## src/hdl/tslc_defs.svh

```systemverilog
// register indices, reset values, field positions and limits of the touch sleep/lid block
// Functional notes
// RULE1 - sleep select register picks inputs sampled in sleep; bit 7 group; resets unsampled
// RULE2 - group sleep bit samples group in sleep; gestures set status and interrupt
// RULE3 - sensor sleep bit samples that input in sleep; touch sets status and interrupt
// RULE4 - host should recalibrate newly activated channels after changing selection in sleep
// RULE5 - selection change in sleep may lengthen first conversion of newly added sensors only
// RULE6 - blocking enabled by default accepts touches up to limit, holds valid ones
// RULE7 - blocking disabled passes every simultaneous touch
// RULE8 - button limit codes 0 to 3 give 1 to 4 touches; resets 00
// RULE9 - multiple touch event when touched count in a set exceeds its limit
// RULE10 - group limit codes 0 to 3 give 2 to 5 touches; resets 10
// RULE11 - lid detect enable resets off; when on, status and patterns judge closure
// RULE12 - match method clear compares counts of status and pattern bits
// RULE13 - match method set needs every pattern bit present in lid status
// RULE14 - lid event drives interrupt only with lid interrupt enable, reset clear
// RULE15 - lid status sets after queue depth consecutive samples; depth resets to two
// RULE16 - queue runs per sensor and governs both setting and clearing
// RULE17 - queue depth zero means one sample
// RULE18 - count mode fires on buttons, group, or combined counts reaching pattern counts
// RULE19 - every lid event sets a readable flag in group status
// RULE20 - unused bits of multi touch, lid config and queue read zero, ignore writes
`ifndef TSLC_DEFS_SVH
`define TSLC_DEFS_SVH

`define TSLC_IDX_SLEEP_SEL 8'h29
`define TSLC_IDX_MULTI 8'h2A
`define TSLC_IDX_LID_CFG 8'h2B
`define TSLC_IDX_QUEUE 8'h2C
`define TSLC_IDX_PAT1 8'h2D
`define TSLC_IDX_PAT2 8'h2E
`define TSLC_IDX_STATUS 8'h40
`define TSLC_IDX_GRP_STATUS 8'h41
`define TSLC_IDX_LID_STATUS 8'h42

`define TSLC_RST_SLEEP_SEL 8'h00
`define TSLC_RST_MULTI 8'h82
`define TSLC_RST_LID_CFG 8'h00
`define TSLC_RST_QUEUE 8'h02
`define TSLC_RST_PAT 8'h7F

`define TSLC_MASK_MULTI 8'h8F
`define TSLC_MASK_LID_CFG 8'h83
`define TSLC_MASK_QUEUE 8'h07
`define TSLC_MASK_PAT 8'h7F

`define TSLC_GRP_SLEEP_BIT 7
`define TSLC_BLK_EN_BIT 7
`define TSLC_BTN_LIM_LSB 2
`define TSLC_GRP_LIM_LSB 0
`define TSLC_LID_EN_BIT 7
`define TSLC_LID_MATCH_BIT 1
`define TSLC_LID_IRQ_BIT 0
`define TSLC_BTN_LIM_BASE 4'h1
`define TSLC_GRP_LIM_BASE 4'h2

`define TSLC_GS_LID_BIT 0
`define TSLC_GS_MT_BIT 1
`define TSLC_GS_GEST_LSB 2
`define TSLC_GS_GEST_MSB 4
`define TSLC_STAT_GRP_BIT 7

`endif

```

## src/hdl/tslc_pkg.sv

```systemverilog
// shared types of the touch sleep/lid block
package tslc_pkg;
  typedef enum logic [1:0] {
    TSLC_RESP_OKAY = 2'h0,
    TSLC_RESP_SLVERR = 2'h2
  } tslc_resp_type;
  typedef logic [13:0] tslc_sensor_type;
  typedef logic [6:0] tslc_set_type;
endpackage : tslc_pkg

```

## src/hdl/tslc_queue_if.sv

```systemverilog
// carrier between the control block and the per-sensor lid queue
`timescale 1ns/1ps
interface tslc_queue_if;
  logic [2:0] depth;
  logic sample_strobe;
  tslc_pkg::tslc_sensor_type lid_raw;
  tslc_pkg::tslc_sensor_type lid_status;
  modport ctrl (output depth, output sample_strobe, output lid_raw, input lid_status);
  modport queue (input depth, input sample_strobe, input lid_raw, output lid_status);
endinterface : tslc_queue_if

```

## src/hdl/tslc_lid_queue.sv

```systemverilog
// per-sensor consecutive-sample filter for lid status
`timescale 1ns/1ps
`include "tslc_defs.svh"
module tslc_lid_queue #(
  parameter int NUM_SENSORS = 14
) (
  // clock and reset
  input wire logic aclk,
  input wire logic aresetn,
  // queue carrier
  tslc_queue_if.queue qif
);
  logic [3:0] need;

  // depth zero is treated as one sample
  assign need = (qif.depth == 3'h0) ? 4'h1 : {1'b0, qif.depth}; // [RULE17]

  genvar i;
  generate
    for (i = 0; i < NUM_SENSORS; i++)
    begin : g_sensor
      logic [2:0] cnt_r;
      logic stat_r;
      // count samples that disagree with the held status, flip when enough in a row
      always_ff @(posedge aclk)
      begin
        if (!aresetn)
        begin
          cnt_r <= 3'h0;
          stat_r <= 1'b0;
        end
        else if (qif.sample_strobe)
        begin
          if (qif.lid_raw[i] != stat_r)
          begin
            if ({1'b0, cnt_r} + 4'h1 >= need) // [RULE15] [RULE16]
            begin
              stat_r <= qif.lid_raw[i];
              cnt_r <= 3'h0;
            end
            else
            begin
              cnt_r <= cnt_r + 3'h1;
            end
          end
          else
          begin
            cnt_r <= 3'h0; // a break in the run restarts it
          end
        end
      end
      assign qif.lid_status[i] = stat_r;
    end
  endgenerate
endmodule : tslc_lid_queue

```

## src/hdl/tslc_top.sv

```systemverilog
// touch sleep selection, multiple touch blocking and lid closure detection with AXI4-Lite registers
`timescale 1ns/1ps
`include "tslc_defs.svh"
module tslc_top #(
  parameter int ADDR_W = 12,
  parameter int NUM_SENSORS = 14,
  parameter int NUM_BUTTONS = 7
) (
  // clock and reset
  input wire logic aclk,
  input wire logic aresetn,
  // axi4-lite write address
  input wire logic [ADDR_W-1:0] s_axi_awaddr,
  input wire logic s_axi_awvalid,
  output logic s_axi_awready,
  // axi4-lite write data
  input wire logic [31:0] s_axi_wdata,
  input wire logic [3:0] s_axi_wstrb,
  input wire logic s_axi_wvalid,
  output logic s_axi_wready,
  // axi4-lite write response
  output logic [1:0] s_axi_bresp,
  output logic s_axi_bvalid,
  input wire logic s_axi_bready,
  // axi4-lite read address
  input wire logic [ADDR_W-1:0] s_axi_araddr,
  input wire logic s_axi_arvalid,
  output logic s_axi_arready,
  // axi4-lite read data
  output logic [31:0] s_axi_rdata,
  output logic [1:0] s_axi_rresp,
  output logic s_axi_rvalid,
  input wire logic s_axi_rready,
  // sensing front end
  input wire logic sleep_mode,
  input wire logic sample_strobe,
  input wire logic [NUM_SENSORS-1:0] touch_raw,
  input wire logic [NUM_SENSORS-1:0] lid_raw,
  input wire logic [2:0] gesture_evt,
  // results
  output logic [NUM_SENSORS-1:0] sample_en,
  output logic [NUM_SENSORS-1:0] sample_extend,
  output logic [NUM_SENSORS-1:0] touch_accepted,
  output logic multi_touch_evt,
  output logic [NUM_SENSORS-1:0] lid_status,
  output logic alert
);
  localparam int NUM_GROUP = NUM_SENSORS - NUM_BUTTONS;

  // count set bits of one sensor set
  function automatic logic [3:0] popcnt(input logic [6:0] v);
    logic [3:0] c;
    c = 4'h0;
    for (int k = 0; k < 7; k++)
    begin
      c = c + {3'h0, v[k]};
    end
    return c;
  endfunction : popcnt

  // keep touches still held, then admit new ones in index order up to the limit
  function automatic logic [6:0] admit(input logic [6:0] touched, input logic [6:0] held, input logic [3:0] lim);
    logic [6:0] acc;
    logic [3:0] c;
    acc = touched & held;
    c = popcnt(acc);
    for (int k = 0; k < 7; k++)
    begin
      if (touched[k] && !acc[k] && (c < lim))
      begin
        acc[k] = 1'b1;
        c = c + 4'h1;
      end
    end
    return acc;
  endfunction : admit

  logic [7:0] sleep_sel_r;
  logic [7:0] multi_r;
  logic [7:0] lid_cfg_r;
  logic [7:0] queue_r;
  logic [7:0] pat1_r;
  logic [7:0] pat2_r;
  logic [7:0] touch_stat_r;
  logic [4:0] grp_stat_r;
  logic [NUM_SENSORS-1:0] extend_r;
  logic [NUM_SENSORS-1:0] accepted_r;
  logic mt_evt_r;
  logic aw_hold_r;
  logic w_hold_r;
  logic [ADDR_W-1:0] waddr_r;
  logic [31:0] wdata_r;
  logic wlane0_r;
  logic bvalid_r;
  tslc_pkg::tslc_resp_type bresp_r;
  logic rvalid_r;
  logic [31:0] rdata_r;
  tslc_pkg::tslc_resp_type rresp_r;
  logic do_write;
  logic [7:0] widx;
  logic [7:0] ridx;
  logic [7:0] wbyte;
  logic [31:0] rmux;
  logic rhit;
  logic whit;
  logic [3:0] btn_lim;
  logic [3:0] grp_lim;
  logic [6:0] btn_touch;
  logic [6:0] grp_touch;
  logic [NUM_SENSORS-1:0] sleep_cover;
  logic [NUM_SENSORS-1:0] sel_as_sensors;
  logic [NUM_SENSORS-1:0] new_sel;
  logic [NUM_SENSORS-1:0] touch_seen;
  logic lid_match;
  logic [3:0] st1_cnt;
  logic [3:0] st2_cnt;
  logic [3:0] p1_cnt;
  logic [3:0] p2_cnt;
  logic [4:0] st_tot;
  logic [4:0] p_tot;
  logic mt_now;

  tslc_queue_if qif ();

  // lid queue per sensor
  tslc_lid_queue #(
    .NUM_SENSORS(NUM_SENSORS)
  ) u_queue (
    .aclk(aclk),
    .aresetn(aresetn),
    .qif(qif)
  );

  assign qif.depth = queue_r[2:0];
  assign qif.sample_strobe = sample_strobe;
  assign qif.lid_raw = lid_raw;
  assign lid_status = qif.lid_status;

  // write channel handshakes and register index decode
  assign s_axi_awready = !aw_hold_r && !bvalid_r;
  assign s_axi_wready = !w_hold_r && !bvalid_r;
  assign do_write = aw_hold_r && w_hold_r && !bvalid_r;
  assign widx = waddr_r[9:2];
  assign ridx = s_axi_araddr[9:2];
  assign wbyte = wdata_r[7:0];
  assign whit = (waddr_r[ADDR_W-1:10] == '0) && ((widx >= `TSLC_IDX_SLEEP_SEL && widx <= `TSLC_IDX_PAT2) ||
    (widx >= `TSLC_IDX_STATUS && widx <= `TSLC_IDX_LID_STATUS));

  // address and data may arrive in either order, each held until the write is done
  always_ff @(posedge aclk)
  begin
    if (!aresetn)
    begin
      aw_hold_r <= 1'b0;
      w_hold_r <= 1'b0;
      waddr_r <= '0;
      wdata_r <= 32'h0;
      wlane0_r <= 1'b0;
    end
    else
    begin
      if (s_axi_awvalid && s_axi_awready)
      begin
        aw_hold_r <= 1'b1;
        waddr_r <= s_axi_awaddr;
      end
      else if (do_write)
      begin
        aw_hold_r <= 1'b0;
      end
      if (s_axi_wvalid && s_axi_wready)
      begin
        w_hold_r <= 1'b1;
        wdata_r <= s_axi_wdata;
        wlane0_r <= s_axi_wstrb[0];
      end
      else if (do_write)
      begin
        w_hold_r <= 1'b0;
      end
    end
  end

  // write response, slave error for unmapped words
  always_ff @(posedge aclk)
  begin
    if (!aresetn)
    begin
      bvalid_r <= 1'b0;
      bresp_r <= tslc_pkg::TSLC_RESP_OKAY;
    end
    else if (do_write)
    begin
      bvalid_r <= 1'b1;
      bresp_r <= whit ? tslc_pkg::TSLC_RESP_OKAY : tslc_pkg::TSLC_RESP_SLVERR;
    end
    else if (s_axi_bready)
    begin
      bvalid_r <= 1'b0;
    end
  end
  assign s_axi_bvalid = bvalid_r;
  assign s_axi_bresp = bresp_r;

  // configuration registers, unused bits masked off
  always_ff @(posedge aclk)
  begin
    if (!aresetn)
    begin
      sleep_sel_r <= `TSLC_RST_SLEEP_SEL; // [RULE1]
      multi_r <= `TSLC_RST_MULTI; // [RULE6] [RULE8] [RULE10]
      lid_cfg_r <= `TSLC_RST_LID_CFG; // [RULE11] [RULE12] [RULE14]
      queue_r <= `TSLC_RST_QUEUE; // [RULE15]
      pat1_r <= `TSLC_RST_PAT;
      pat2_r <= `TSLC_RST_PAT;
    end
    else if (do_write && wlane0_r)
    begin
      case (widx)
        `TSLC_IDX_SLEEP_SEL: sleep_sel_r <= wbyte; // [RULE1]
        `TSLC_IDX_MULTI: multi_r <= wbyte & `TSLC_MASK_MULTI; // [RULE20]
        `TSLC_IDX_LID_CFG: lid_cfg_r <= wbyte & `TSLC_MASK_LID_CFG; // [RULE20]
        `TSLC_IDX_QUEUE: queue_r <= wbyte & `TSLC_MASK_QUEUE; // [RULE20]
        `TSLC_IDX_PAT1: pat1_r <= wbyte & `TSLC_MASK_PAT;
        `TSLC_IDX_PAT2: pat2_r <= wbyte & `TSLC_MASK_PAT;
        default: ;
      endcase
    end
  end

  // sleep selection spread onto sensors: bits 6..0 buttons, bit 7 the whole group
  assign sel_as_sensors = {{NUM_GROUP{sleep_sel_r[`TSLC_GRP_SLEEP_BIT]}}, sleep_sel_r[6:0]};
  assign sample_en = sleep_mode ? sel_as_sensors : {NUM_SENSORS{1'b1}}; // [RULE1]
  assign new_sel = {{NUM_GROUP{wbyte[`TSLC_GRP_SLEEP_BIT]}}, wbyte[6:0]} & ~sel_as_sensors;

  // sensors added while asleep get one lengthened conversion, then run normally
  always_ff @(posedge aclk)
  begin
    if (!aresetn)
    begin
      extend_r <= '0;
    end
    else if (do_write && wlane0_r && widx == `TSLC_IDX_SLEEP_SEL && sleep_mode)
    begin
      extend_r <= (sample_strobe ? '0 : extend_r) | new_sel; // [RULE5]
    end
    else if (sample_strobe)
    begin
      extend_r <= '0; // [RULE5]
    end
  end
  assign sample_extend = extend_r;

  // touch limits decoded from the two fields
  assign btn_lim = {2'h0, multi_r[`TSLC_BTN_LIM_LSB+1:`TSLC_BTN_LIM_LSB]} + `TSLC_BTN_LIM_BASE; // [RULE8]
  assign grp_lim = {2'h0, multi_r[`TSLC_GRP_LIM_LSB+1:`TSLC_GRP_LIM_LSB]} + `TSLC_GRP_LIM_BASE; // [RULE10]
  assign btn_touch = touch_raw[6:0];
  assign grp_touch = touch_raw[NUM_SENSORS-1:NUM_BUTTONS];
  assign mt_now = (popcnt(btn_touch) > btn_lim) || (popcnt(grp_touch) > grp_lim); // [RULE9]

  // accepted touches update once per sample
  always_ff @(posedge aclk)
  begin
    if (!aresetn)
    begin
      accepted_r <= '0;
      mt_evt_r <= 1'b0;
    end
    else if (sample_strobe)
    begin
      mt_evt_r <= mt_now; // [RULE9]
      if (multi_r[`TSLC_BLK_EN_BIT])
      begin
        accepted_r <= {admit(grp_touch, accepted_r[NUM_SENSORS-1:NUM_BUTTONS], grp_lim),
          admit(btn_touch, accepted_r[6:0], btn_lim)}; // [RULE6]
      end
      else
      begin
        accepted_r <= touch_raw; // [RULE7]
      end
    end
    else
    begin
      mt_evt_r <= 1'b0;
    end
  end
  assign touch_accepted = accepted_r;
  assign multi_touch_evt = mt_evt_r;

  // lid closure judgement, by all pattern bits present in status or by counts
  assign st1_cnt = popcnt(lid_status[6:0]);
  assign st2_cnt = popcnt(lid_status[NUM_SENSORS-1:NUM_BUTTONS]);
  assign p1_cnt = popcnt(pat1_r[6:0]);
  assign p2_cnt = popcnt(pat2_r[6:0]);
  assign st_tot = {1'b0, st1_cnt} + {1'b0, st2_cnt};
  assign p_tot = {1'b0, p1_cnt} + {1'b0, p2_cnt};
  always_comb
  begin
    if (lid_cfg_r[`TSLC_LID_MATCH_BIT])
    begin
      lid_match = ((lid_status & {pat2_r[6:0], pat1_r[6:0]}) == {pat2_r[6:0], pat1_r[6:0]}); // [RULE13]
    end
    else
    begin
      lid_match = (st1_cnt >= p1_cnt) || (st2_cnt >= p2_cnt) || (st_tot >= p_tot); // [RULE12] [RULE18]
    end
  end

  // buttons whose touch may set status: all when awake, only selected in sleep
  assign sleep_cover = sample_en;
  assign touch_seen = sample_strobe ? (touch_raw & sleep_cover) : '0;

  // sticky status, write one to clear, a new event wins over the clear
  always_ff @(posedge aclk)
  begin
    if (!aresetn)
    begin
      touch_stat_r <= 8'h00;
      grp_stat_r <= 5'h00;
    end
    else
    begin
      touch_stat_r[6:0] <= (touch_stat_r[6:0] & ~((do_write && wlane0_r && widx == `TSLC_IDX_STATUS) ?
        wbyte[6:0] : 7'h00)) | touch_seen[6:0]; // [RULE3]
      touch_stat_r[`TSLC_STAT_GRP_BIT] <= (touch_stat_r[`TSLC_STAT_GRP_BIT] &
        ~(do_write && wlane0_r && widx == `TSLC_IDX_STATUS && wbyte[`TSLC_STAT_GRP_BIT])) |
        ((|gesture_evt) && sample_en[NUM_BUTTONS]); // [RULE2]
      grp_stat_r <= (grp_stat_r & ~((do_write && wlane0_r && widx == `TSLC_IDX_GRP_STATUS) ? wbyte[4:0] : 5'h00)) |
        {(sample_en[NUM_BUTTONS] ? gesture_evt : 3'h0), mt_evt_r,
        (lid_cfg_r[`TSLC_LID_EN_BIT] && lid_match)}; // [RULE2] [RULE11] [RULE19]
    end
  end

  // interrupt: sampled touches and gestures, and lid events only when enabled
  assign alert = (|touch_stat_r) || (|grp_stat_r[`TSLC_GS_GEST_MSB:`TSLC_GS_GEST_LSB]) ||
    (grp_stat_r[`TSLC_GS_LID_BIT] && lid_cfg_r[`TSLC_LID_IRQ_BIT]); // [RULE2] [RULE3] [RULE14]

  // read data selection
  always_comb
  begin
    rmux = 32'h0;
    rhit = (s_axi_araddr[ADDR_W-1:10] == '0);
    case (ridx)
      `TSLC_IDX_SLEEP_SEL: rmux[7:0] = sleep_sel_r;
      `TSLC_IDX_MULTI: rmux[7:0] = multi_r; // [RULE20]
      `TSLC_IDX_LID_CFG: rmux[7:0] = lid_cfg_r; // [RULE20]
      `TSLC_IDX_QUEUE: rmux[7:0] = queue_r; // [RULE20]
      `TSLC_IDX_PAT1: rmux[7:0] = pat1_r;
      `TSLC_IDX_PAT2: rmux[7:0] = pat2_r;
      `TSLC_IDX_STATUS: rmux[7:0] = touch_stat_r;
      `TSLC_IDX_GRP_STATUS: rmux[4:0] = grp_stat_r; // [RULE19]
      `TSLC_IDX_LID_STATUS: rmux[NUM_SENSORS-1:0] = lid_status;
      default: rhit = 1'b0;
    endcase
  end

  // read channel: one outstanding read, data registered
  always_ff @(posedge aclk)
  begin
    if (!aresetn)
    begin
      rvalid_r <= 1'b0;
      rdata_r <= 32'h0;
      rresp_r <= tslc_pkg::TSLC_RESP_OKAY;
    end
    else if (s_axi_arvalid && !rvalid_r)
    begin
      rvalid_r <= 1'b1;
      rdata_r <= rhit ? rmux : 32'h0;
      rresp_r <= rhit ? tslc_pkg::TSLC_RESP_OKAY : tslc_pkg::TSLC_RESP_SLVERR;
    end
    else if (s_axi_rready)
    begin
      rvalid_r <= 1'b0;
    end
  end
  assign s_axi_arready = !rvalid_r;
  assign s_axi_rvalid = rvalid_r;
  assign s_axi_rdata = rdata_r;
  assign s_axi_rresp = rresp_r;
endmodule : tslc_top

```

## config.mk

```make
export PLATFORM = sky130hd
export DESIGN_NAME = tslc_top
export DESIGN_NICKNAME = d
export VERILOG_FILES = /design/src/hdl/tslc_pkg.sv /design/src/hdl/tslc_queue_if.sv /design/src/hdl/tslc_lid_queue.sv /design/src/hdl/tslc_top.sv
export VERILOG_INCLUDE_DIRS = /design/src /design/src/hdl
export SDC_FILE = /design/constraint.sdc
export NUM_CORES = 1
export LEC_CHECK = 0
export ABC_CLOCK_PERIOD_IN_PS = 16830
export BUFFER_PORTS_ARGS = -buffer_cell sky130_fd_sc_hd__clkbuf_2
export CAP_MARGIN = 5
export CORE_ASPECT_RATIO = 0.9
export CORE_MARGIN = 1
export CORE_UTILIZATION = 59
export DETAILED_ROUTE_END_ITERATION = 7
export GPL_ROUTABILITY_DRIVEN = 0
export PLACE_DENSITY = 0.82
export SYNTH_ARGS = -nofsm -noshare
export SYNTH_HDL_FRONTEND = slang
export SYNTH_SLANG_ARGS = --single-unit
```

## constraint.sdc

```tcl
create_clock -name aclk -period 16.83 [get_ports aclk]
set_clock_uncertainty 0.15 [all_clocks]
set_input_delay 1.683 -clock aclk [delete_from_list [all_inputs] [get_ports aclk]]
set_output_delay 1.683 -clock aclk [all_outputs]
set_load 0.02 [all_outputs]
```

==> results.cfg, run 1 <==
[synthesis]
ys_top_cells_by_count = nand2_1, dfxtp_1, ha_1
synthDistinctLibCells = 91
async_reset_ff_frac = 0
synth_top_flop_cell = dfxtp_1
yosysWarningCount = 0
synth_top_family_by_area = simple AND/OR/NAND/NOR gates
synth_mux_area_frac = 0.0436
synth.most_common_cell = nand2_1
synth_area_sq_mm = 0.0129
yosysSeqAreaShare = 0.264
synth_top_area_share = 0.264
synthCells = 1573
yosys.area_share.simple = 0.210
ys_seq_elements = 170
synth-xor-area-share = 0.0411
synth-compound-area-share = 0.198
syn_area_per_cell_sq_um = 8.20
synth_edf_count = 0
yosysTopAreaCell = dfxtp_1
synth_fa_ha_area_frac = 0.167
synth_area_leaders = dfxtp_1, ha_1, nand2_1, fa_1, o21ai_0

[critical_path]
crit_required_ps = 17040
arrival_ps = 14330
critPathCaptureType = flip-flop
crit_slowest_cell = fa_1
r2r_end = touch_accepted[6]$_SDFFE_PN0P_
path_max_fanout = 6
regToRegStartpoint = touch_accepted[1]$_SDFFE_PN0P_
worst_path_largest_cell_delay_ps = 540
cpMostUsedCell = ha_1
r2r_cells = 50
worstSetupPathType = in -> reg
ff2ff_setup_slack_ps = 3760
crit_path_start_kind = input pin

[power]
switchingPower_uw = 904
cellLeakagePower_nw = 6.59
peakVddDrop_v = 0.000176
power_mw = 2.08
pwr-share-comb = 0.591
clock_power_share = 0.194
switching_share = 0.434
internal_power_mw = 1.18
p_seq_frac = 0.215
power.density_mw_per_mm2 = 147

[floorplanning]
die_x_um = 158
die-area_sq_mm = 0.0225
fp.dieH_um = 142
start_util = 0.610
rows = 50
core_sq_mm = 0.0211
pin_count = 199

[clock_tree]
cts_setup_buffers = 0
post_cts_resized = 0
clk_latency_ps = 440
cts_buffer_depth = 2
cts_hold_buf = 0
clkSinkCount = 170
cts_tree = built
htreeDepth = 4
clk_pin_slew_worst_paths_ps = 70
cts-root-buf = clkbuf_16
cts_made_buffers = 17

[timing]
max_freq_ghz = 0.0708
setup_viol = 0
tns_ps = 0
max-slew-margin-rel = 0.215
final_max_slew_viol_count = 0
rsz0062_at_grt = false
post-route-min-period_ps = 14120
finalHoldViolations = 0
min_period_over_period = 0.839
tightest_slew_ps = 1170

[global_route]
grt_max_degree = 94
grt_pass1_wl_um = 56000
grt_antenna_before_repair = 0
grt.busiest_layer = met2
gr-usage-met1 = 0.419
grt_pass1_vias = 11244
grtUsageMet3 = 0.0499
grt_overflow = 0
met2_usage = 0.514
grtUsageTotal = 0.315

[hold_path]
min_from = sample_extend[13]$_SDFF_PN0_
min_to = sample_extend[13]$_SDFF_PN0_
whs_path_depth = 2
hold_path_class = reg -> reg

[drt]
routed_wirelength_um = 34500
drt-pass1-iter-count = 7
vias = 11863
drt_iter0_markers = 847
drc = 0
wl_per_cell_um = 17.6
routed_via_density = 6.04
drt.antenna.violating_nets = 0

[final_layout]
nFillCells = 1771
syn2layout_area_growth_pct = 9.91
diodes = 0
drive_above_1_share = 0.135
final_nets = 1917

[place]
portBuffers = 147
post-dp-hpwl_um = 25400

[run]
maxCapViolCount = 0

[run_status]
status = completed
-- stage by stage --
step | cells | setup WS (ps) | hold WS (ps) | utilization | cell area, sq um
after floorplan | 1592 | 3850 | 293 | - | 13000
after global placement | 1932 | 2650 | 275 | 0.643 | 13600
after detailed placement | 1932 | 2400 | 286 | 0.643 | 13600
after CTS | 1964 | 2770 | 298 | 0.671 | 14200
after global routing | 1964 | 2030 | 318 | 0.671 | 14200
final | 1964 | 2710 | 295 | 0.671 | 14200
-- per-layer routing --
layer	vias up	part of all wire
li1	5662	-
met3	80	0.072
met2	522	0.46
met5	-	0
met1	5599	0.44
met4	0	0.028
-- power by group through the flow --
stage | clock network [mW] | registers (mW) | logic (mW)
after floorplan | 0 | 0.458 | 0.971
after global placement | 0 | 0.456 | 1.15
after detailed placement | 0 | 0.456 | 1.20
after CTS | 0.406 | 0.447 | 1.21
after global routing | 0.423 | 0.451 | 1.38
final | 0.403 | 0.448 | 1.23
-- sequential cells by signal (all words and copies together), names as in the netlist, 3 cells and up --
signal and cells:
touch_stat_r 8, s_axi_rdata 14, queue_r 3, touch_accepted 14
lid_cfg_r 3, grp_stat_r 5, wdata_r 8, pat2_r 7
waddr_r 10, multi_r 5, u_queue.g_sensor.cnt_r 42, sample_extend 14
u_queue.g_sensor.stat_r 14, pat1_r 7, sleep_sel_r 8
-- cells in the final DEF (no fill, tap or decap), types with 38 or more instances in the layout --
master,count
nor2b_1,49
a21oi_1,58
ha_1,118
nor2_1,56
clkbuf_2,146
nand2_1,228
nor3_1,38
a21boi_0,53
inv_1,116
o21ai_0,99
dfxtp_1,170
-- final cells by class --
type                            count  area, sq um  area share
Clock buffer                       19          443      0.0312
Inverter                          117          439      0.0310
Timing Repair Buffer              154          791      0.0558
Clock inverter                     13          149      0.0105
Multi-Input combinational cell   1205         8600       0.606
Sequential cell                   170         3400       0.240
Tap cell                          286          358      0.0252
-- how the worst max path moves through the flow --
stage	startpoint	end	slack [ps]	cells past startpoint
CTS	touch_raw[0]	touch_accepted[6]$_SDFFE_PN0P_	2770	51
finish	touch_raw[0]	touch_accepted[6]$_SDFFE_PN0P_	2710	51
detailed placement	touch_raw[0]	touch_accepted[6]$_SDFFE_PN0P_	2400	51
floorplan	touch_raw[0]	touch_accepted[6]$_SDFFE_PN0P_	3850	50
global route	touch_raw[0]	touch_accepted[6]$_SDFFE_PN0P_	2030	51
global placement	touch_raw[0]	touch_accepted[6]$_SDFFE_PN0P_	2650	51
-- critical path, delay by kind of cell --
family	cells	cell delay [ps]
and+or+nand+nor	16	3830
buffers and inverters	5	530
adders and majority gates	11	3780
xor gates and xnor gates	3	720
muxes	3	1100
AOI/OAI and AO/OA	13	2630
-- logic make-up (layout without fill, tap and decap cells) --
| family | count (synthesis) | count (layout) |
|---|---|---|
| buffers and inverters | 217 | 303 |
| multiplexers | 54 | 54 |
| adder cells (fa/ha/maj) | 152 | 152 |
| AND/OR/NAND/NOR | 548 | 548 |
| flip-flops | 170 | 170 |
| other | 1 | 20 |
| XOR/XNOR | 54 | 54 |
| AO/OA/AOI/OAI | 377 | 377 |
(Power assumes the default switching activity.)
==> run 2: changes to the inputs <==
--- a/config.mk
+++ b/config.mk
@@ -6,12 +6,13 @@
 export SDC_FILE = /design/constraint.sdc
 export NUM_CORES = 1
 export LEC_CHECK = 0
-export ABC_CLOCK_PERIOD_IN_PS = 16830
+export ABC_AREA = 1
+export ABC_CLOCK_PERIOD_IN_PS = 13200
 export BUFFER_PORTS_ARGS = -buffer_cell sky130_fd_sc_hd__clkbuf_2
 export CAP_MARGIN = 5
 export CORE_ASPECT_RATIO = 0.9
 export CORE_MARGIN = 1
-export CORE_UTILIZATION = 59
+export CORE_UTILIZATION = 58
 export DETAILED_ROUTE_END_ITERATION = 7
 export GPL_ROUTABILITY_DRIVEN = 0
 export PLACE_DENSITY = 0.82
==> constraint.sdc (replaced) <==
create_clock -name aclk -period 13.2 [get_ports aclk]
set_clock_uncertainty 0.15 [all_clocks]
set_input_delay 1.32 -clock aclk [delete_from_list [all_inputs] [get_ports aclk]]
set_output_delay 1.32 -clock aclk [all_outputs]
set_load 0.02 [all_outputs]
==> run 2 against run 1 <==
Net effect: the run now ends with design-rule violations left; die area fell by 6.9%; synthesized cell count up 1.1%; global-route usage fell by 0.84 points; critical path type unchanged.
==> results.cfg, run 2 <==
[run_status]
status = finished with violations
violations = design-rule violations

[clock_tree]
cts-root-buf = clkbuf_16
cts_setup_buffers = 0
cts_hold_buf = 0
cts_tree = built
clk_pin_slew_worst_paths_ps = 60
htreeDepth = 4
cts_buffer_depth = 2
post_cts_resized = 0
clkSinkCount = 170
cts_made_buffers = 17
clk_latency_ps = 440

[run]
maxCapViolCount = 0

[power]
switching_share = 0.457
power_mw = 2.41
clock_power_share = 0.209
p_seq_frac = 0.240
peakVddDrop_v = 0.000266
internal_power_mw = 1.31
power.density_mw_per_mm2 = 184
pwr-share-comb = 0.550
cellLeakagePower_nw = 6.61
switchingPower_mw = 1.10

[floorplanning]
fp.dieH_um = 137
start_util = 0.591
core_sq_mm = 0.0200
rows = 49
die_x_um = 152
die-area_sq_mm = 0.0209
pin_count = 199

[global_route]
grt_pass1_wl_um = 50800
grt_pass1_vias = 10462
grt_max_degree = 68
grt_overflow = 0
grtUsageTotal = 0.307
grt_antenna_before_repair = 0

[drt]
routed_wirelength_um = 32100
drt-pass1-iter-count = 8
drc = 6
drt_iter0_markers = 1050
vias = 11356
wl_per_cell_um = 16.3
routed_via_density = 5.76
drt.antenna.violating_nets = 0

[timing]
finalHoldViolations = 0
tns_ps = 0
post-route-min-period_ps = 10010
max_freq_ghz = 0.0999
hold-worst-slack_ps = 303
min_period_over_period = 0.758
tightest_slew_ps = 1260
setup_viol = 0
max-slew-margin-rel = 0.153
final_max_slew_viol_count = 0
layout_setup_ws_ps = 3190
rsz0062_at_grt = false

[final_layout]
diodes = 0
largest_reg_flops = 42
syn2layout_area_growth_pct = 11.1
drive_above_1_share = 0.137
instances_no_fill = 1972
nFillCells = 1695
final_cell_mix = inv_1, nand2_1, dfxtp_1
multiInputGateArea_sq_mm = 0.00695
final_cell_area_sq_mm = 0.0131
largest-register = u_queue.g_sensor.cnt_r
fin_util = 0.656
seq_area_sq_mm = 0.00340
final_nets = 1956
final_common_cell = inv_1

[critical_path]
regToRegStartpoint = touch_accepted[0]$_SDFFE_PN0P_
worst_path_largest_cell_delay_ps = 540
crit_required_ps = 13410
critPathCaptureType = flip-flop
ff2ff_setup_slack_ps = 3800
worstSetupPathType = in -> reg
path_max_fanout = 4
r2r_cells = 57
cpMostUsedCell = nand2_1
arrival_ps = 10220
crit_path_start_kind = input pin
critPathTopFamily = adder cells
cp-startpoint = touch_raw[0]
cp.depth = 58
critPathBufInv = 10
crit_slowest_cell = fa_1
r2r_end = touch_accepted[6]$_SDFFE_PN0P_
endpoint = touch_accepted[6]$_SDFFE_PN0P_

[synthesis]
synth_edf_count = 0
synthCells = 1591
synthDistinctLibCells = 45
yosysWarningCount = 0
ys_top_cells_by_count = inv_1, nand2_1, dfxtp_1
synth_area_leaders = dfxtp_1, ha_1, inv_1, nand2_1, fa_1
yosysSeqAreaShare = 0.288
syn_area_per_cell_sq_um = 7.42
synth.most_common_cell = inv_1
async_reset_ff_frac = 0
ys_seq_elements = 170
synth_top_area_share = 0.288
yosysTopAreaCell = dfxtp_1
synth_area_sq_mm = 0.0118
synth_top_flop_cell = dfxtp_1

[hold_path]
hold_path_class = reg -> reg

[place]
place_area_sq_mm = 0.0125
post-place-cells = 1940
post-dp-hpwl_um = 23700
portBuffers = 147
dp_slack_ps = 2830
-- run 2: changes by cell type in the layout (fill, tap and decap cells not counted), sizes merged, moves of 19 or more --
| cell | delta |
|---|---|
| o21ai | +34 |
| nand3 | +85 |
| a21oi | +35 |
| nand2 | +42 |
| a21boi | -49 |
| a31oi | -21 |
| inv | +168 |
| nand2b | -37 |
| nor2b | -50 |
| and2 | -25 |
| mux2i | -36 |
| nand4 | +19 |
-- run 2: worst min path at each step --
| stage | endpoint | slack (ps) | cells past startpoint | startpoint |
|---|---|---|---|---|
| 3_5_place_dp | sample_extend[13]$_SDFF_PN0_ | 290 | 2 | sample_extend[13]$_SDFF_PN0_ |
| 6_report | sample_extend[13]$_SDFF_PN0_ | 300 | 2 | sample_extend[13]$_SDFF_PN0_ |
| 3_3_place_gp | sample_extend[12]$_SDFF_PN0_ | 290 | 2 | sample_extend[12]$_SDFF_PN0_ |
| 5_1_grt | sample_extend[13]$_SDFF_PN0_ | 320 | 2 | sample_extend[13]$_SDFF_PN0_ |
| 2_1_floorplan | waddr_r[11]$_SDFFE_PN0P_ | 290 | 2 | waddr_r[11]$_SDFFE_PN0P_ |
| 4_1_cts | sample_extend[13]$_SDFF_PN0_ | 310 | 2 | sample_extend[13]$_SDFF_PN0_ |
-- run 2: power by group through the flow --
stage	registers (mW)	clock network, mW	logic [mW]
6_report	0.579	0.504	1.33
5_1_grt	0.581	0.527	1.53
4_1_cts	0.577	0.507	1.32
3_5_place_dp	0.588	0	1.31
3_3_place_gp	0.587	0	1.24
2_1_floorplan	0.588	0	1.05
-- run 2: logic make-up after synthesis --
family,synth area share
mux,0.000954
fa+ha+maj,0.183
compound gates,0.161
simple gates,0.211
buf+inv,0.130
other cells,0.000318
flops,0.288
xor+xnor,0.0252
-- run 2: cell type report --
type / instances / area share
clock buffer: 20 / 0.0333
clock inverter: 12 / 0.0108
inverter: 290 / 0.0830
multi-input combinational: 1073 / 0.530
sequential: 170 / 0.260
tap: 255 / 0.0243
timing repair buffer: 152 / 0.0590
-- run 2: routing by layer --
layer / wire [um] / share of wire / up-vias / GRT usage
li1: - / - / 5456 / -
met1: 13400 / 0.42 / 5256 / 0.391
met2: 14600 / 0.45 / 537 / 0.511
met3: 2900 / 0.090 / 107 / 0.0595
met4: 1230 / 0.038 / 0 / 0.130
met5: 0 / 0 / - / 0.0167
-- run 2: worst reg2reg max path: cells and delay by family (launching register included) --
family          cells  cell delay (ps)
mux                 1              330
xor+xnor            2              290
flops               1              400
simple gates       28             2150
buf+inv             9              670
fa+ha+maj          11             3720
compound gates      6             1620
==> run 3: changes to the inputs <==
--- a/config.mk
+++ b/config.mk
@@ -6,16 +6,16 @@
 export SDC_FILE = /design/constraint.sdc
 export NUM_CORES = 1
 export LEC_CHECK = 0
-export ABC_AREA = 1
-export ABC_CLOCK_PERIOD_IN_PS = 13200
+export ABC_AREA = 0
+export ABC_CLOCK_PERIOD_IN_PS = 8400
 export BUFFER_PORTS_ARGS = -buffer_cell sky130_fd_sc_hd__clkbuf_2
 export CAP_MARGIN = 5
 export CORE_ASPECT_RATIO = 0.9
 export CORE_MARGIN = 1
-export CORE_UTILIZATION = 58
+export CORE_UTILIZATION = 53
 export DETAILED_ROUTE_END_ITERATION = 7
 export GPL_ROUTABILITY_DRIVEN = 0
-export PLACE_DENSITY = 0.82
+export PLACE_DENSITY = 0.78
 export SYNTH_ARGS = -nofsm -noshare
 export SYNTH_HDL_FRONTEND = slang
 export SYNTH_SLANG_ARGS = --single-unit
==> constraint.sdc (replaced) <==
create_clock -name aclk -period 8.4 [get_ports aclk]
set_clock_uncertainty 0.15 [all_clocks]
set_input_delay 0.84 -clock aclk [delete_from_list [all_inputs] [get_ports aclk]]
set_output_delay 0.84 -clock aclk [all_outputs]
set_load 0.02 [all_outputs]
==> run 3 against run 2 <==
Net effect: the flow finishes with violations (design-rule violations, negative setup slack); combinational power increased to 3.8 times the previous value; via count increased by 19%; first-iteration DRC count increased by 31%; final cell count increased by 14%; sequential cell count unchanged; cell area increased by 30%; die area increased by 19%.
==> results.cfg, run 3 (same netlist as run 1, synthesis figures left out) <==
[power]
power.density_mw_per_mm2 = 394
cellLeakagePower_nw = 8.01
peakVddDrop_v = 0.000322

[critical_path]
ff2ff_setup_slack_ps = -2520
worstSetupPathType = in -> reg
worst_path_largest_cell_delay_ps = 570
path_max_fanout = 7
crit_path_start_kind = input pin
cpMostUsedCell = buf_4
crit_required_ps = 8630
regToRegStartpoint = touch_accepted[10]$_SDFFE_PN0P_
arrival_ps = 11320
critPathCaptureType = flip-flop
r2r_end = touch_accepted[13]$_SDFFE_PN0P_
cp-startpoint = touch_raw[7]
r2r_cells = 55
crit_slowest_cell = fa_2

[timing]
layout_setup_ws_ps = -2690
rsz0062_at_grt = true
min_period_over_period = 1.32
tns_ps = -8570
finalHoldViolations = 0
post-route-min-period_ps = 11090
setup_viol = 6
tightest_slew_ps = 1080
final_max_slew_viol_count = 0
max-slew-margin-rel = 0.274
max_freq_ghz = 0.0902

[hold_path]
hold_path_class = reg -> reg
min_to = sample_extend[10]$_SDFF_PN0_
min_from = sample_extend[10]$_SDFF_PN0_
whs_path_depth = 2

[global_route]
grt_antenna_before_repair = 1
grt_pass1_wl_um = 67000
grt_max_degree = 79
grtUsageTotal = 0.335
grt_overflow = 0
grt_pass1_vias = 13162

[run]
maxCapViolCount = 0

[final_layout]
drive_above_1_share = 0.311
final_cell_mix = buf_4, nand2_1, dfxtp_1
syn2layout_area_growth_pct = 32.0
final_common_cell = buf_4
fin_util = 0.722
diodes = 0
largest-register = u_queue.g_sensor.cnt_r
largest_reg_flops = 42
final_nets = 2178

[drt]
routed_wirelength_um = 42700
drt-pass1-iter-count = 8
wl_per_cell_um = 19.1
routed_via_density = 6.03
drt_iter0_markers = 1375
drc = 11
vias = 13509
drt.antenna.violating_nets = 0

[run_status]
status = finished with violations
violations = design-rule violations, negative setup slack

[clock_tree]
clkSinkCount = 170
cts_hold_buf = 0
cts_tree = built
cts_buffer_depth = 2
cts_made_buffers = 17
clk_latency_ps = 450
htreeDepth = 4
cts-root-buf = clkbuf_16
clk_pin_slew_worst_paths_ps = 70

[floorplanning]
fp.dieH_um = 150
rows = 53
pin_count = 199
core_sq_mm = 0.0236
start_util = 0.547
die-area_sq_mm = 0.0250
die_x_um = 166

[place]
post-dp-hpwl_um = 28700
portBuffers = 147
run 3: worst max-delay path by stage:
stage / to / depth (start not counted) / slack [ps]
after floorplan: touch_accepted[13]$_SDFFE_PN0P_ / 47 / -2730
after global placement: touch_accepted[13]$_SDFFE_PN0P_ / 47 / -2590
after detailed placement: touch_accepted[13]$_SDFFE_PN0P_ / 48 / -2970
after CTS: touch_accepted[13]$_SDFFE_PN0P_ / 48 / -2230
after global routing: touch_accepted[13]$_SDFFE_PN0P_ / 47 / -2990
final: touch_accepted[13]$_SDFFE_PN0P_ / 56 / -2690
run 3: timing repair:
item / in CTS / in global routing
setup buffers: 68 / 16
hold endpoints to repair: 0 / 0
gates resized for setup: 41 / 56
pin swaps: 54 / 31
endpoints found under the setup margin: 6 / 6
run 3: worst max-delay path: cells and delay by family:
kind	cells	cell delay, ps
AOI/OAI and AO/OA	9	1930
xor gates and xnor gates	2	290
adders and majority gates	9	2940
buffers and inverters	25	2980
muxes	1	330
and+or+nand+nor	10	2030
run 3: cell type report:
type / instances / area (sq um)
inverters: 117 / 439
clock inverters: 14 / 159
repair buffers: 415 / 2800
flip-flops and latches: 170 / 3400
multi-input cells: 1205 / 9430
fillers: 1707 / 6570
well taps: 302 / 378
clock buffers: 17 / 425
run 3: where the power goes:
part / leakage (nW) / total [mW] / internal, mW / switching [mW]
clock: 0.275 / 0.800 / 0.421 / 0.379
combinational: 6.35 / 5.02 / 2.73 / 2.29
sequential: 1.38 / 0.892 / 0.847 / 0.0453
total: 8.01 / 6.71 / 3.99 / 2.72
run 3: per-stage QoR:
step / total power, mW / area [sq um] / cells / hold WS, ps / setup slack, ps
after floorplan: 3.27 / 13400 / 1592 / 293 / -2730
after global placement: 4.62 / 15500 / 2144 / 276 / -2590
after detailed placement: 4.78 / 15500 / 2144 / 282 / -2970
after CTS: 6.33 / 16800 / 2243 / 293 / -2230
after global routing: 7.08 / 17000 / 2240 / 319 / -2990
final: 6.71 / 17000 / 2240 / 293 / -2690
run 3: metal layers:
metal / GRT usage / part of all wire / routed length (um)
met1: 0.422 / 0.41 / 17400
met2: 0.552 / 0.45 / 19400
met3: 0.0637 / 0.091 / 3900
met4: 0.169 / 0.048 / 2040
met5: 0 / 0.00030 / 13
